===== config.mk =====
export PLATFORM = sky130hd
export DESIGN_NAME = rcm_top
export DESIGN_NICKNAME = d
export VERILOG_FILES = /design/src/rcm_pkg.sv /design/src/rcm_top.sv
export SDC_FILE = /design/constraint.sdc
export NUM_CORES = 1
export LEC_CHECK = 0
export BUFFER_PORTS_ARGS = -buffer_cell sky130_fd_sc_hd__buf_4
export CAP_MARGIN = 20
export CORE_MARGIN = 4
export CORE_UTILIZATION = 50
export DETAILED_ROUTE_END_ITERATION = 7
export MAX_ROUTING_LAYER = met4
export PLACE_DENSITY = 0.71
export SLEW_MARGIN = 15
export SYNTH_ARGS = -nofsm -noshare
export SYNTH_HDL_FRONTEND = slang
export SYNTH_SLANG_ARGS = --single-unit

===== constraint.sdc =====
create_clock -name sys_clk -period 6.4 [get_ports sys_clk]
set_input_delay 1.92 -clock sys_clk [delete_from_list [all_inputs] [get_ports sys_clk]]
set_output_delay 1.92 -clock sys_clk [all_outputs]
set_load 0.005 [all_outputs]

===== src/rcm_pkg.sv =====
// constants for the temperature rate-of-change monitor
package rcm_pkg;
	localparam logic [7:0] RCM_ADDR_GAIN = 8'h3D;
	localparam logic [7:0] RCM_ADDR_CONFIG = 8'h3E;
	localparam logic [7:0] RCM_ADDR_STATUS = 8'h3F;
	localparam logic [7:0] RCM_ADDR_RES1H = 8'h40;
	localparam logic [7:0] RCM_ADDR_LIM1H = 8'h41;
	localparam logic [7:0] RCM_ADDR_LIM1L = 8'h42;
	localparam logic [7:0] RCM_ADDR_SMP1 = 8'h43;
	localparam logic [7:0] RCM_ADDR_RES2H = 8'h44;
	localparam logic [7:0] RCM_ADDR_RESL = 8'h45;
	localparam logic [7:0] RCM_ADDR_LIM2H = 8'h46;
	localparam logic [7:0] RCM_ADDR_LIM2L = 8'h47;
	localparam logic [7:0] RCM_ADDR_SMP2 = 8'h48;
	localparam logic [7:0] RCM_RESET_BYTE = 8'h00;
	localparam int RCM_GAIN1_LSB = 0;
	localparam int RCM_GAIN2_LSB = 3;
	localparam int RCM_CFG_EN = 5;
	localparam int RCM_CFG_MASK2 = 4;
	localparam int RCM_CFG_CHAN1_RATE_ALERT_MASK = 3;
	localparam logic [7:0] RCM_CFG_WMASK = 8'h3F;
	localparam logic [7:0] RCM_LIML_WMASK = 8'hF0;
	localparam logic [3:0] RCM_SMP_MAXCODE = 4'h8;
	localparam logic [8:0] RCM_SMP_MAX = 9'h101;
	// hysteresis in 0.125 degC steps
	localparam logic [11:0] RCM_HYST [8] = '{12'h000, 12'h001, 12'h002, 12'h004,
		12'h008, 12'h010, 12'h018, 12'h020};
	localparam logic [1:0] RCM_DIR_NONE = 2'h0;
	localparam logic [1:0] RCM_DIR_UP = 2'h1;
	localparam logic [1:0] RCM_DIR_DOWN = 2'h2;
	localparam logic [19:0] RCM_SAT_POS = 20'h0_07FF;
	localparam logic [19:0] RCM_SAT_NEG = 20'hF_F800;
	typedef logic [11:0] rcm_rate_t;
endpackage


===== src/rcm_top.sv =====
// rate-of-change monitor for two remote temperature channels
// How it works
// - channel 2 gain is two to code
// - channel 1 gain, same power-of-two code
// - calculation runs only while enable set
// - mask bit blocks channel 2 alert
// - mask bit blocks channel 1 alert
// - reversal counts only beyond hysteresis setting
// - slope changed bits per channel
// - odd reversal count bits per channel
// - high flags set over non-negative limit, read-clear
// - low flags on negative limit, read-clear
// - upper result bytes at 40h, 44h
// - lower result nibbles packed at 45h
// - high limits at 41h, 46h drive alert
// - index one and two select channels
// - low limit nibble extends each limit
// - sample count code sets window length
`timescale 1ns/100ps
`default_nettype none
module rcm_top
	import rcm_pkg::*;
(
	input wire logic sys_clk,
	input wire logic rst,
	input wire logic [7:0] reg_addr,
	input wire logic [7:0] reg_wdata,
	input wire logic reg_wr,
	input wire logic reg_rd,
	output logic [7:0] reg_rdata,
	input wire logic temp_valid,
	input wire logic temp_chan,
	input wire logic [10:0] temp_value,
	output logic rate_alert
);
	import rcm_pkg::*;

	logic [7:0] gain_reg;
	logic [7:0] config_reg;
	logic [7:0] rdata_reg;
	logic [1:0] hi_reg;
	logic [1:0] lo_reg;
	logic [7:0] limh_reg [2];
	logic [7:0] liml_reg [2];
	logic [3:0] smp_reg [2];
	wire [1:0][11:0] res_w;
	wire [1:0] done_w;
	wire [1:0] chg_w;
	wire [1:0] odd_w;
	wire [1:0] hi_set;
	wire [1:0] lo_set;
	wire [1:0][11:0] lim_w;
	wire enable = config_reg[RCM_CFG_EN];
	wire [11:0] hyst = RCM_HYST[config_reg[2:0]];
	wire wr_gain = reg_wr & (reg_addr == RCM_ADDR_GAIN);
	wire wr_cfg = reg_wr & (reg_addr == RCM_ADDR_CONFIG);
	wire rd_stat = reg_rd & (reg_addr == RCM_ADDR_STATUS);
	// channel index 1 and 2 select the register pairs
	// per-channel index
	wire [1:0] wr_limh = {reg_wr & (reg_addr == RCM_ADDR_LIM2H), reg_wr & (reg_addr == RCM_ADDR_LIM1H)};
	wire [1:0] wr_liml = {reg_wr & (reg_addr == RCM_ADDR_LIM2L), reg_wr & (reg_addr == RCM_ADDR_LIM1L)};
	wire [1:0] wr_smp = {reg_wr & (reg_addr == RCM_ADDR_SMP2), reg_wr & (reg_addr == RCM_ADDR_SMP1)};
	wire [7:0] status_w = {chg_w[1], chg_w[0], odd_w[1], odd_w[0], hi_reg[1], hi_reg[0], lo_reg[1], lo_reg[0]};
	wire [7:0] rd_mux =
		(reg_addr == RCM_ADDR_GAIN) ? gain_reg :
		(reg_addr == RCM_ADDR_CONFIG) ? config_reg :
		(reg_addr == RCM_ADDR_STATUS) ? status_w :
		(reg_addr == RCM_ADDR_RES1H) ? res_w[0][11:4] :
		(reg_addr == RCM_ADDR_RES2H) ? res_w[1][11:4] :
		(reg_addr == RCM_ADDR_RESL) ? {res_w[1][3:0], res_w[0][3:0]} :
		(reg_addr == RCM_ADDR_LIM1H) ? limh_reg[0] :
		(reg_addr == RCM_ADDR_LIM2H) ? limh_reg[1] :
		(reg_addr == RCM_ADDR_LIM1L) ? liml_reg[0] :
		(reg_addr == RCM_ADDR_LIM2L) ? liml_reg[1] :
		(reg_addr == RCM_ADDR_SMP1) ? {4'h0, smp_reg[0]} :
		(reg_addr == RCM_ADDR_SMP2) ? {4'h0, smp_reg[1]} : RCM_RESET_BYTE;

	assign reg_rdata = rdata_reg;
	assign rate_alert = (|{hi_reg[1], lo_reg[1]} & ~config_reg[RCM_CFG_MASK2]) |
		(|{hi_reg[0], lo_reg[0]} & ~config_reg[RCM_CFG_CHAN1_RATE_ALERT_MASK]);

	always_ff @(posedge sys_clk or posedge rst)
	begin
		if (rst)
		begin
			gain_reg <= RCM_RESET_BYTE;
			config_reg <= RCM_RESET_BYTE;
			rdata_reg <= RCM_RESET_BYTE;
		end
		else
		begin
			if (wr_gain)
				gain_reg <= reg_wdata;
			if (wr_cfg)
				config_reg <= reg_wdata & RCM_CFG_WMASK;
			if (reg_rd)
				rdata_reg <= rd_mux;
		end
	end

	// high flags, set wins over read-clear
	// low flags, set wins over read-clear
	always_ff @(posedge sys_clk or posedge rst)
	begin
		if (rst)
		begin
			hi_reg <= '0;
			lo_reg <= '0;
		end
		else
		begin
			hi_reg <= (rd_stat ? 2'h0 : hi_reg) | hi_set;
			lo_reg <= (rd_stat ? 2'h0 : lo_reg) | lo_set;
		end
	end

	genvar c;
	generate
		for (c = 0; c < 2; c++)
		begin : g_chan
			logic [8:0] cnt_reg;
			logic [11:0] first_reg;
			logic [11:0] ext_reg;
			logic [1:0] dir_reg;
			logic par_reg;
			logic chg_reg;
			logic shown_chg_reg;
			logic shown_odd_reg;
			rcm_rate_t res_reg;
			logic [2:0] gcode;
			logic [8:0] n_smp;
			logic [11:0] ts;
			logic [11:0] diff;
			logic [19:0] scaled;
			rcm_rate_t sat;
			logic rise;
			logic fall;
			logic rev;
			logic hit;

			assign gcode = (c == 0) ? gain_reg[RCM_GAIN1_LSB +: 3] : gain_reg[RCM_GAIN2_LSB +: 3];
			assign n_smp = (smp_reg[c] >= RCM_SMP_MAXCODE) ? RCM_SMP_MAX :
				9'((9'h001 << smp_reg[c][2:0]) + 9'h001);
			assign hit = enable & temp_valid & (temp_chan == 1'(c));
			assign ts = {temp_value[10], temp_value};
			assign rise = $signed(ts) > $signed(12'(ext_reg + hyst));
			assign fall = $signed(ts) < $signed(12'(ext_reg - hyst));
			assign rev = ((dir_reg == RCM_DIR_UP) & fall) | ((dir_reg == RCM_DIR_DOWN) & rise);
			assign diff = 12'(ts - first_reg);
			assign scaled = 20'($signed({{8{diff[11]}}, diff}) <<< gcode);
			assign sat = ($signed(scaled) > $signed(RCM_SAT_POS)) ? RCM_SAT_POS[11:0] :
				($signed(scaled) < $signed(RCM_SAT_NEG)) ? RCM_SAT_NEG[11:0] : scaled[11:0];
			assign done_w[c] = hit & (cnt_reg != 9'h000) & (9'(cnt_reg + 9'h001) == n_smp);
			assign res_w[c] = res_reg;
			assign chg_w[c] = shown_chg_reg;
			assign odd_w[c] = shown_odd_reg;
			assign lim_w[c] = {limh_reg[c], liml_reg[c][7:4]};
			assign hi_set[c] = done_w[c] & ~lim_w[c][11] & ($signed(sat) > $signed(lim_w[c]));
			assign lo_set[c] = done_w[c] & lim_w[c][11] & ($signed(sat) < $signed(lim_w[c]));

			always_ff @(posedge sys_clk or posedge rst)
			begin
				if (rst)
				begin
					limh_reg[c] <= RCM_RESET_BYTE;
					liml_reg[c] <= RCM_RESET_BYTE;
					smp_reg[c] <= '0;
				end
				else
				begin
					if (wr_limh[c])
						limh_reg[c] <= reg_wdata;
					if (wr_liml[c])
						liml_reg[c] <= reg_wdata & RCM_LIML_WMASK;
					if (wr_smp[c])
						smp_reg[c] <= reg_wdata[3:0];
				end
			end

			always_ff @(posedge sys_clk or posedge rst)
			begin
				if (rst)
				begin
					cnt_reg <= '0;
					first_reg <= '0;
					ext_reg <= '0;
					dir_reg <= RCM_DIR_NONE;
					par_reg <= 1'b0;
					chg_reg <= 1'b0;
					shown_chg_reg <= 1'b0;
					shown_odd_reg <= 1'b0;
					res_reg <= '0;
				end
				else if (!enable)
					cnt_reg <= '0;
				else if (hit && cnt_reg == 9'h000)
				begin
					cnt_reg <= 9'h001;
					first_reg <= ts;
					ext_reg <= ts;
					dir_reg <= RCM_DIR_NONE;
					par_reg <= 1'b0;
					chg_reg <= 1'b0;
				end
				else if (hit)
				begin
					cnt_reg <= done_w[c] ? 9'h000 : 9'(cnt_reg + 9'h001);
					if (rev || (dir_reg == RCM_DIR_NONE && (rise || fall)))
					begin
						dir_reg <= rise ? RCM_DIR_UP : RCM_DIR_DOWN;
						ext_reg <= ts;
					end
					else if ((dir_reg == RCM_DIR_UP && $signed(ts) > $signed(ext_reg)) ||
						(dir_reg == RCM_DIR_DOWN && $signed(ts) < $signed(ext_reg)))
						ext_reg <= ts;
					par_reg <= par_reg ^ rev;
					chg_reg <= chg_reg | rev;
					if (done_w[c])
					begin
						res_reg <= sat;
						shown_chg_reg <= chg_reg | rev;
						shown_odd_reg <= par_reg ^ rev;
					end
				end
			end
		end
	endgenerate
endmodule
`default_nettype wire


==> summary.txt, run 1 <==
Finish
  • N_diodes: 0
  • Final Cell Area: 14900 sq um
  • Most frequent cells in the layout: 156 x dfrtp_1, 145 x ha_1, 123 x inv_1
  • Synth-to-layout area growth: 9.13%
  • Fill cells: approximately 2400
  • Most common cell after layout, fill and taps aside: dfrtp_1
  • Fraction of layout cells with a size suffix above 1: 0.147
  • Layout Cells excl Fill: roughly 1900
  • Layout net count: around 1800

STA
  • Slew Viols, Final: 0
  • Unrepaired setup endpoints after global routing: false
  • Final worst slack: 0.364 ns
  • Fin crit period: between 6 and 7 ns
  • Final hold vios: 0
  • Tcrit/Tclk final: 0.943
  • Clock skew: 0.0158 ns
  • Final setup fails: 0
  • Setup TNS: 0 ns
  • Max Fclk: 0.166 GHz
  • Worst-margin pin slew: 0.824 ns
  • Worst slew margin: 0.451

Critical path
  • Worst setup startpoint: temp_value[0]
  • WS Path Type: input pin to flip-flop
  • Crit path arrival time: 6.37 ns
  • Critical Path Sink Type: flip-flop
  • Critical Path RT: 6.74 ns
  • Flop2flop setup slack: approximately 1 ns
  • Crit start category: input pin
  • R2r startpoint: config_reg[0]
  • Worst-path maximum fanout: 11

CTS
  • Clk pin slew, worst setup/hold paths: 0.08 ns
  • CTS sink cnt: about 160
  • Post-CTS setup buffers: 0
  • Post-CTS Resized: 0
  • Clock latency at the later pin of the worst-skew pair: around 0.44 ns
  • Maximum clock path buffer count: 2
  • H-tree depth: 4
  • CTS buffer count: 17
  • CTS tree: built
  • # hold bufs at CTS: 0
  • CTS Root Cell: clkbuf_16

Yosys
  • Largest family of logic cells by synthesized area: compound AO/OA/AOI/OAI gates
  • Post-Synth Simple-Gate Area: 0.163
  • Post-Syn Instances: between 1500 and 2000
  • Post-synth EDFFs: 0
  • Synth Net Count: 1728
  • Fraction of registers with async set/reset: 1.00
  • Post-Syn Area: 13700 sq um
  • Seq/Total Area, Yosys: 0.286
  • Syn Area/Cell: between 8 and 9 sq um
  • Ys Warns: 0
  • #FFs+latches synth: 156
  • Synth Area in Compound Gates: 0.201
  • Post-Synth XOR/XNOR Area: 0.0401
  • Adder and majority cell fraction of the synthesized area: 0.141
  • Multiplexer share of the synthesized area: 0.114
  • Post-synthesis cell type count: 94
  • Post-synth top flop: dfrtp_1

Global routing
  • GRT Util Overall: 0.247
  • Initial antenna violation count: 0
  • Vias in the first global route: roughly 12000
  • Global route total overflow: 0
  • Largest net degree at the start of global routing: 84
  • First-pass GRT wire length: 59.7 mm

Hold path
  • HP Class: flip-flop to flip-flop
  • Worst hold start: g_chan[1].first_reg[0]

Flow run
  • Number of max-cap violations: 0

Power and ir drop
  • P_leak: 6.66 nW
  • Peak VDD IR: 0.182 mV
  • Total Power: 3.83 mW
  • Power Dens Cells: 257 nW/um^2

Floorplanning
  • I/O pins: 42
  • Die Wd: 173 um
  • Die footprint: 30100 sq um
  • Core area: 27000 sq um
  • Die extent in y: roughly 170 um
  • Initial Utilization: 0.507
  • Row cnt: 60

Routing
  • Vias: 11800
  • Post-route DRC: 0
  • Post-route antenna net violation count: 0
  • Initial DRC Count: 774
  • Routed WL: 36.4 mm
  • Drt pass-1 iters: 7
  • Vias per cell: just over 6
  • WL/cell: 19.0 um

Placement
  • DP Cell Count: 1887
  • RD Place Congestion: 0.968
  • IO Port Bufs: 41
  • HPWL after detailed placement: 27.9 mm
  • Placed cell area: approximately 14000 sq um
  • Dpl ws: -0.0639 ns

Run status
  • Status: complete, no violations
-- synth_stat cells, drive strengths merged, types with 5 or more instances --
cell | count | share of area
nor4b | 6 | 0.0038
nor2b | 22 | 0.011
and2 | 14 | 0.0064
nor3 | 41 | 0.016
fa | 6 | 0.0088
nor2 | 108 | 0.030
nand2 | 107 | 0.030
nand4 | 24 | 0.011
a21boi | 14 | 0.0077
ha | 145 | 0.13
and3 | 7 | 0.0032
o31ai | 9 | 0.0053
mux2 | 106 | 0.087
o22ai | 7 | 0.0037
a21oi | 102 | 0.038
nand3 | 45 | 0.017
dfrtp | 156 | 0.29
a22oi | 9 | 0.0049
o211ai | 7 | 0.0046
mux2i | 37 | 0.027
nor4 | 12 | 0.0055
o21ai | 84 | 0.031
o311ai | 8 | 0.0057
a311oi | 6 | 0.0038
a2111oi | 7 | 0.0049
buf | 21 | 0.0094
a211oi | 14 | 0.0081
and4 | 7 | 0.0045
xor2 | 13 | 0.0089
inv | 125 | 0.034
a31oi | 24 | 0.011
o2111ai | 5 | 0.0032
o21bai | 6 | 0.0033
a21o | 18 | 0.0099
nand2b | 19 | 0.0087
xnor2 | 46 | 0.029
a32oi | 6 | 0.0038
or2 | 6 | 0.0027
or3 | 11 | 0.0050
o21a | 21 | 0.012
clkbuf | 40 | 0.011
a22o | 15 | 0.0096
-- logic make-up (layout without fill, tap and decap cells) --
family / after synthesis / in the layout
AND/OR/NAND/NOR: 443 / 443
AO/OA/AOI/OAI: 404 / 404
buffers and inverters: 187 / 222
flip-flops: 156 / 156
adder cells (fa/ha/maj): 151 / 151
multiplexers: 143 / 143
XOR/XNOR: 60 / 60
-- where the power goes --
| group | internal, mW | total [mW] | switching, mW | leakage [nW] |
|---|---|---|---|---|
| Clock | 0.534 | 1.06 | 0.525 | 0.295 |
| Sequential | 1.05 | 1.13 | 0.0792 | 2.11 |
| Combinational | 0.702 | 1.64 | 0.936 | 4.26 |
-- metal layers --
metal  up-vias  GRT usage  share of wire
met2       272      0.416           0.48
met5         -          -              0
li1       5684          -              -
met1      5767      0.317           0.46
met4         0     0.0722          0.023
met3        72     0.0266          0.037
-- area by class of cell --
class	instances	area (sq um)	area share
Clock buffer	17	425	0.0285
Clock inverter	15	193	0.0129
Inverter	126	478	0.0320
Multi-Input combinational cell	1201	9020	0.604
Sequential cell	156	3900	0.262
Tap cell	341	427	0.0286
Timing Repair Buffer	64	478	0.0320
-- critical path: stages --
cell	delay (ns)
buf_4	0.11
inv_1	0.07
ha_1	0.18
inv_1	0.06
fa_1	0.39
a21o_1	0.20
and4_1	0.24
o2111ai_1	0.19
nand4_1	0.29
o21ai_0	0.31
nand3_1	0.13
o41ai_2	0.36
buf_4	0.20
a21boi_0	0.21
ha_1	0.28
a21o_1	0.18
a21o_1	0.17
a21oi_1	0.14
nor2_1	0.05
nor2_1	0.09
nand2_1	0.06
mux2_2	0.28
a32o_1	0.25
-- per-stage QoR --
step | hold slack (ns) | utilization
after global placement | 0.483 | 0.531
after floorplan | 0.450 | -
after detailed placement | 0.486 | 0.531
final | 0.504 | 0.554
after global routing | 0.517 | 0.554
after CTS | 0.509 | 0.553
-- worst paths after layout --
check	endpoint	depth (start not counted)
hold reg to reg	g_chan[1].first_reg[0]	2
min in group asynchronous	g_chan[1].res_reg[6]	2
setup reg to reg	g_chan[0].ext_reg[7]	21
max in group asynchronous	config_reg[3]	3
hold / removal	g_chan[1].first_reg[0]	2
setup / recovery	hi_reg[1]	23
No activity file was read; power rests on OpenSTA's default activity.
==> inputs of run 2 (changes only) <==
- CTS_CLUSTER_SIZE: unset -> 10
- PLACE_DENSITY: 0.71 -> 0.68
- clock period: 6.4 -> 5.9 ns (I/O delays scaled with it)
==> run 2 against run 1 <==
  * Total power increased by 15%
  * Sequential power increased by 9%
  * Register-to-register slack got worse by 0.56 ns
  * First-iteration DRC count increased by 35%
  * Die area unchanged
  * Critical path depth unchanged
  * Count of clock-buffer cells in the layout unchanged
  * Final area increased by 5.2%
  * Core utilization increased by 2.9 points
  * Largest cell class unchanged
==> summary.txt, run 2 (synthesis gave the netlist of run 1 again) <==
Placement
  • DP Cell Count: 1959 (+3.8%)
  • Dpl ws: -0.328 ns (-0.264 ns)
  • IO Port Bufs: 41 (unchanged)
  • RD Place Congestion: 0.931 (-3.8%)
  • HPWL after detailed placement: 30.3 mm (+8.6%)
  • Placed cell area: 14900 sq um (+4.0%)

Routing
  • WL/cell: 19.9 um (+5.0%)
  • Post-route DRC: 0 (unchanged)
  • Drt pass-1 iters: 7 (unchanged)
  • Vias per cell: 6.12 (-0.32%)
  • Post-route antenna net violation count: 0 (unchanged)
  • Vias: 12200 (+3.5%)
  • Routed WL: 39.8 mm (+9.1%)
  • Initial DRC Count: 1044 (+35%)

Finish
  • Most common cell after layout, fill and taps aside: dfrtp_1
  • Layout Cells excl Fill: 1994 (+3.9%)
  • Most frequent cells in the layout: 156 x dfrtp_1, 144 x ha_1, 134 x buf_4
  • Core Util, Final: 0.582 (+0.0287)
  • Fraction of layout cells with a size suffix above 1: 0.203 (+0.0557)
  • N_diodes: 0 (unchanged)
  • Layout net count: 1824 (+4.2%)
  • Final Cell Area: 15700 sq um (+5.2%)
  • Fill cells: 2372 (-3.1%)
  • Synth-to-layout area growth: 14.8%

Flow run
  • Number of max-cap violations: 0 (unchanged)

Hold path
  • HP Class: flip-flop to flip-flop

Critical path
  • Crit start category: input pin
  • RR Endpoint: g_chan[0].ext_reg[1]
  • WS Path Type: input pin to flip-flop
  • Flop2flop setup slack: 0.45 ns (-0.56 ns)
  • Worst setup startpoint: temp_value[0]
  • Crit path arrival time: 6.02 ns (-0.35 ns)
  • FF-to-FF path depth: 21 (unchanged)
  • CP endpoint: hi_reg[1]
  • Critical Path Sink Type: flip-flop
  • R2r startpoint: config_reg[0]
  • Critical Path RT: 6.25 ns (-0.49 ns)
  • Worst-path maximum fanout: 5 (-6)

Power and ir drop
  • Total Power: 4.41 mW (+15%)
  • P_leak: 7.05 nW (+5.9%)
  • Peak VDD IR: 0.170 mV (-6.5%)
  • Power Dens Cells: 281 nW/um^2 (+9.6%)

CTS
  • Maximum clock path buffer count: 2 (unchanged)
  • H-tree depth: 4 (unchanged)
  • # hold bufs at CTS: 0 (unchanged)
  • CTS tree: built
  • Clock latency at the later pin of the worst-skew pair: 0.45 ns (about the same)
  • CTS sink cnt: 156 (unchanged)
  • CTS buffer count: 17 (unchanged)
  • CTS Root Cell: clkbuf_16
  • Clk pin slew, worst setup/hold paths: 0.09 ns (about the same)

STA
  • Clock skew: 0.0236 ns (+0.00777 ns)
  • Final setup fails: 0 (unchanged)
  • Tcrit/Tclk final: 0.962
  • Setup TNS: 0 ns (unchanged)
  • Slew Viols, Final: 0 (unchanged)
  • Final hold vios: 0 (unchanged)
  • Worst slew margin: 0.251 (-0.199)
  • Final worst slack: 0.226 ns (-0.138 ns)
  • Max Fclk: 0.176 GHz
  • Worst-margin pin slew: 1.12 ns (+0.299 ns)
  • Fin crit period: 5.67 ns
  • Unrepaired setup endpoints after global routing: false
  • Worst hold slack: 0.509 ns (+0.00437 ns)

Global routing
  • Vias in the first global route: 11700 (-0.53%)
  • Global route total overflow: 0 (unchanged)
  • First-pass GRT wire length: 63.7 mm (+6.8%)
  • Initial antenna violation count: 0 (unchanged)
  • GRT Util Overall: 0.268 (+0.0209)
  • Largest net degree at the start of global routing: 157 (+87%)

Floorplanning
  • Row cnt: 60 (unchanged)
  • I/O pins: 42 (unchanged)
  • Die extent in y: 173 um (unchanged)
  • Die footprint: 30100 sq um (unchanged)
  • Core area: 27000 sq um (unchanged)
  • Initial Utilization: 0.507 (unchanged)
  • Die Wd: 173 um (unchanged)

Run status
  • Status: complete, no violations
-- run 2: cell count changes in the layout (fill, tap and decap cells not counted), sizes merged --
cell           before  now
clkinv              9   10
buf                63  137
clkinvlp            1    2
clkbuf             18   17
clkdlybuf4s15       0    1
inv               131  129
-- run 2: area by class of cell --
cell class | count | area, sq um | share of cell area
Inverter | 126 | 480 | 0.0306
Clock inverter | 15 | 194 | 0.0124
Timing Repair Buffer | 138 | 1070 | 0.0681
Sequential cell | 156 | 3900 | 0.249
Clock buffer | 17 | 425 | 0.0271
Tap cell | 341 | 427 | 0.0272
Multi-Input combinational cell | 1201 | 9200 | 0.586
-- run 2: critical path, stage by stage --
cell,delay (ns)
buf_6,0.09
clkinvlp_4,0.11
ha_4,0.15
inv_2,0.03
fa_2,0.33
a21o_1,0.19
and4_1,0.23
o2111ai_1,0.20
nand4_1,0.25
buf_4,0.24
nand2_2,0.07
nand3_2,0.09
o41ai_4,0.40
buf_4,0.19
a21boi_2,0.17
ha_1,0.25
nor2b_1,0.13
o21a_1,0.16
o21a_1,0.16
o21ai_0,0.14
nand2_1,0.08
mux2_4,0.33
a32o_1,0.26
-- run 2: per-layer routing --
layer / wire (um) / vias to the layer above / track usage
met3: 2520 / 57 / 0.0445
met4: 631 / 0 / 0.0545
met1: 18500 / 5959 / 0.377
li1: - / 5848 / -
met5: 0 / - / -
met2: 18200 / 347 / 0.411
-- run 2: repair_timing --
item / 4_1_cts / 5_1_grt
setup buffers: 0 / 2
setup endpoints to repair: 0 / 4
gates resized for setup: 0 / 43
-- run 2: how the worst min path moves through the flow --
stage | startpoint | endpoint | slack (ns) | depth (start not counted)
after floorplan | g_chan[0].shown_odd_reg | g_chan[0].shown_odd_reg | 0.45 | 2
after global placement | g_chan[0].first_reg[0] | g_chan[0].first_reg[0] | 0.47 | 2
after detailed placement | g_chan[0].first_reg[0] | g_chan[0].first_reg[0] | 0.48 | 2
after CTS | g_chan[1].first_reg[0] | g_chan[1].first_reg[0] | 0.50 | 2
after global routing | g_chan[0].first_reg[5] | g_chan[0].first_reg[5] | 0.52 | 1
final | g_chan[0].first_reg[8] | g_chan[0].first_reg[8] | 0.51 | 1
-- run 2: where the power goes --
part / switching [mW] / total (mW) / internal (mW)
Sequential: 0.0877 / 1.23 / 1.14
Combinational: 1.11 / 2.03 / 0.920
Clock: 0.578 / 1.16 / 0.580
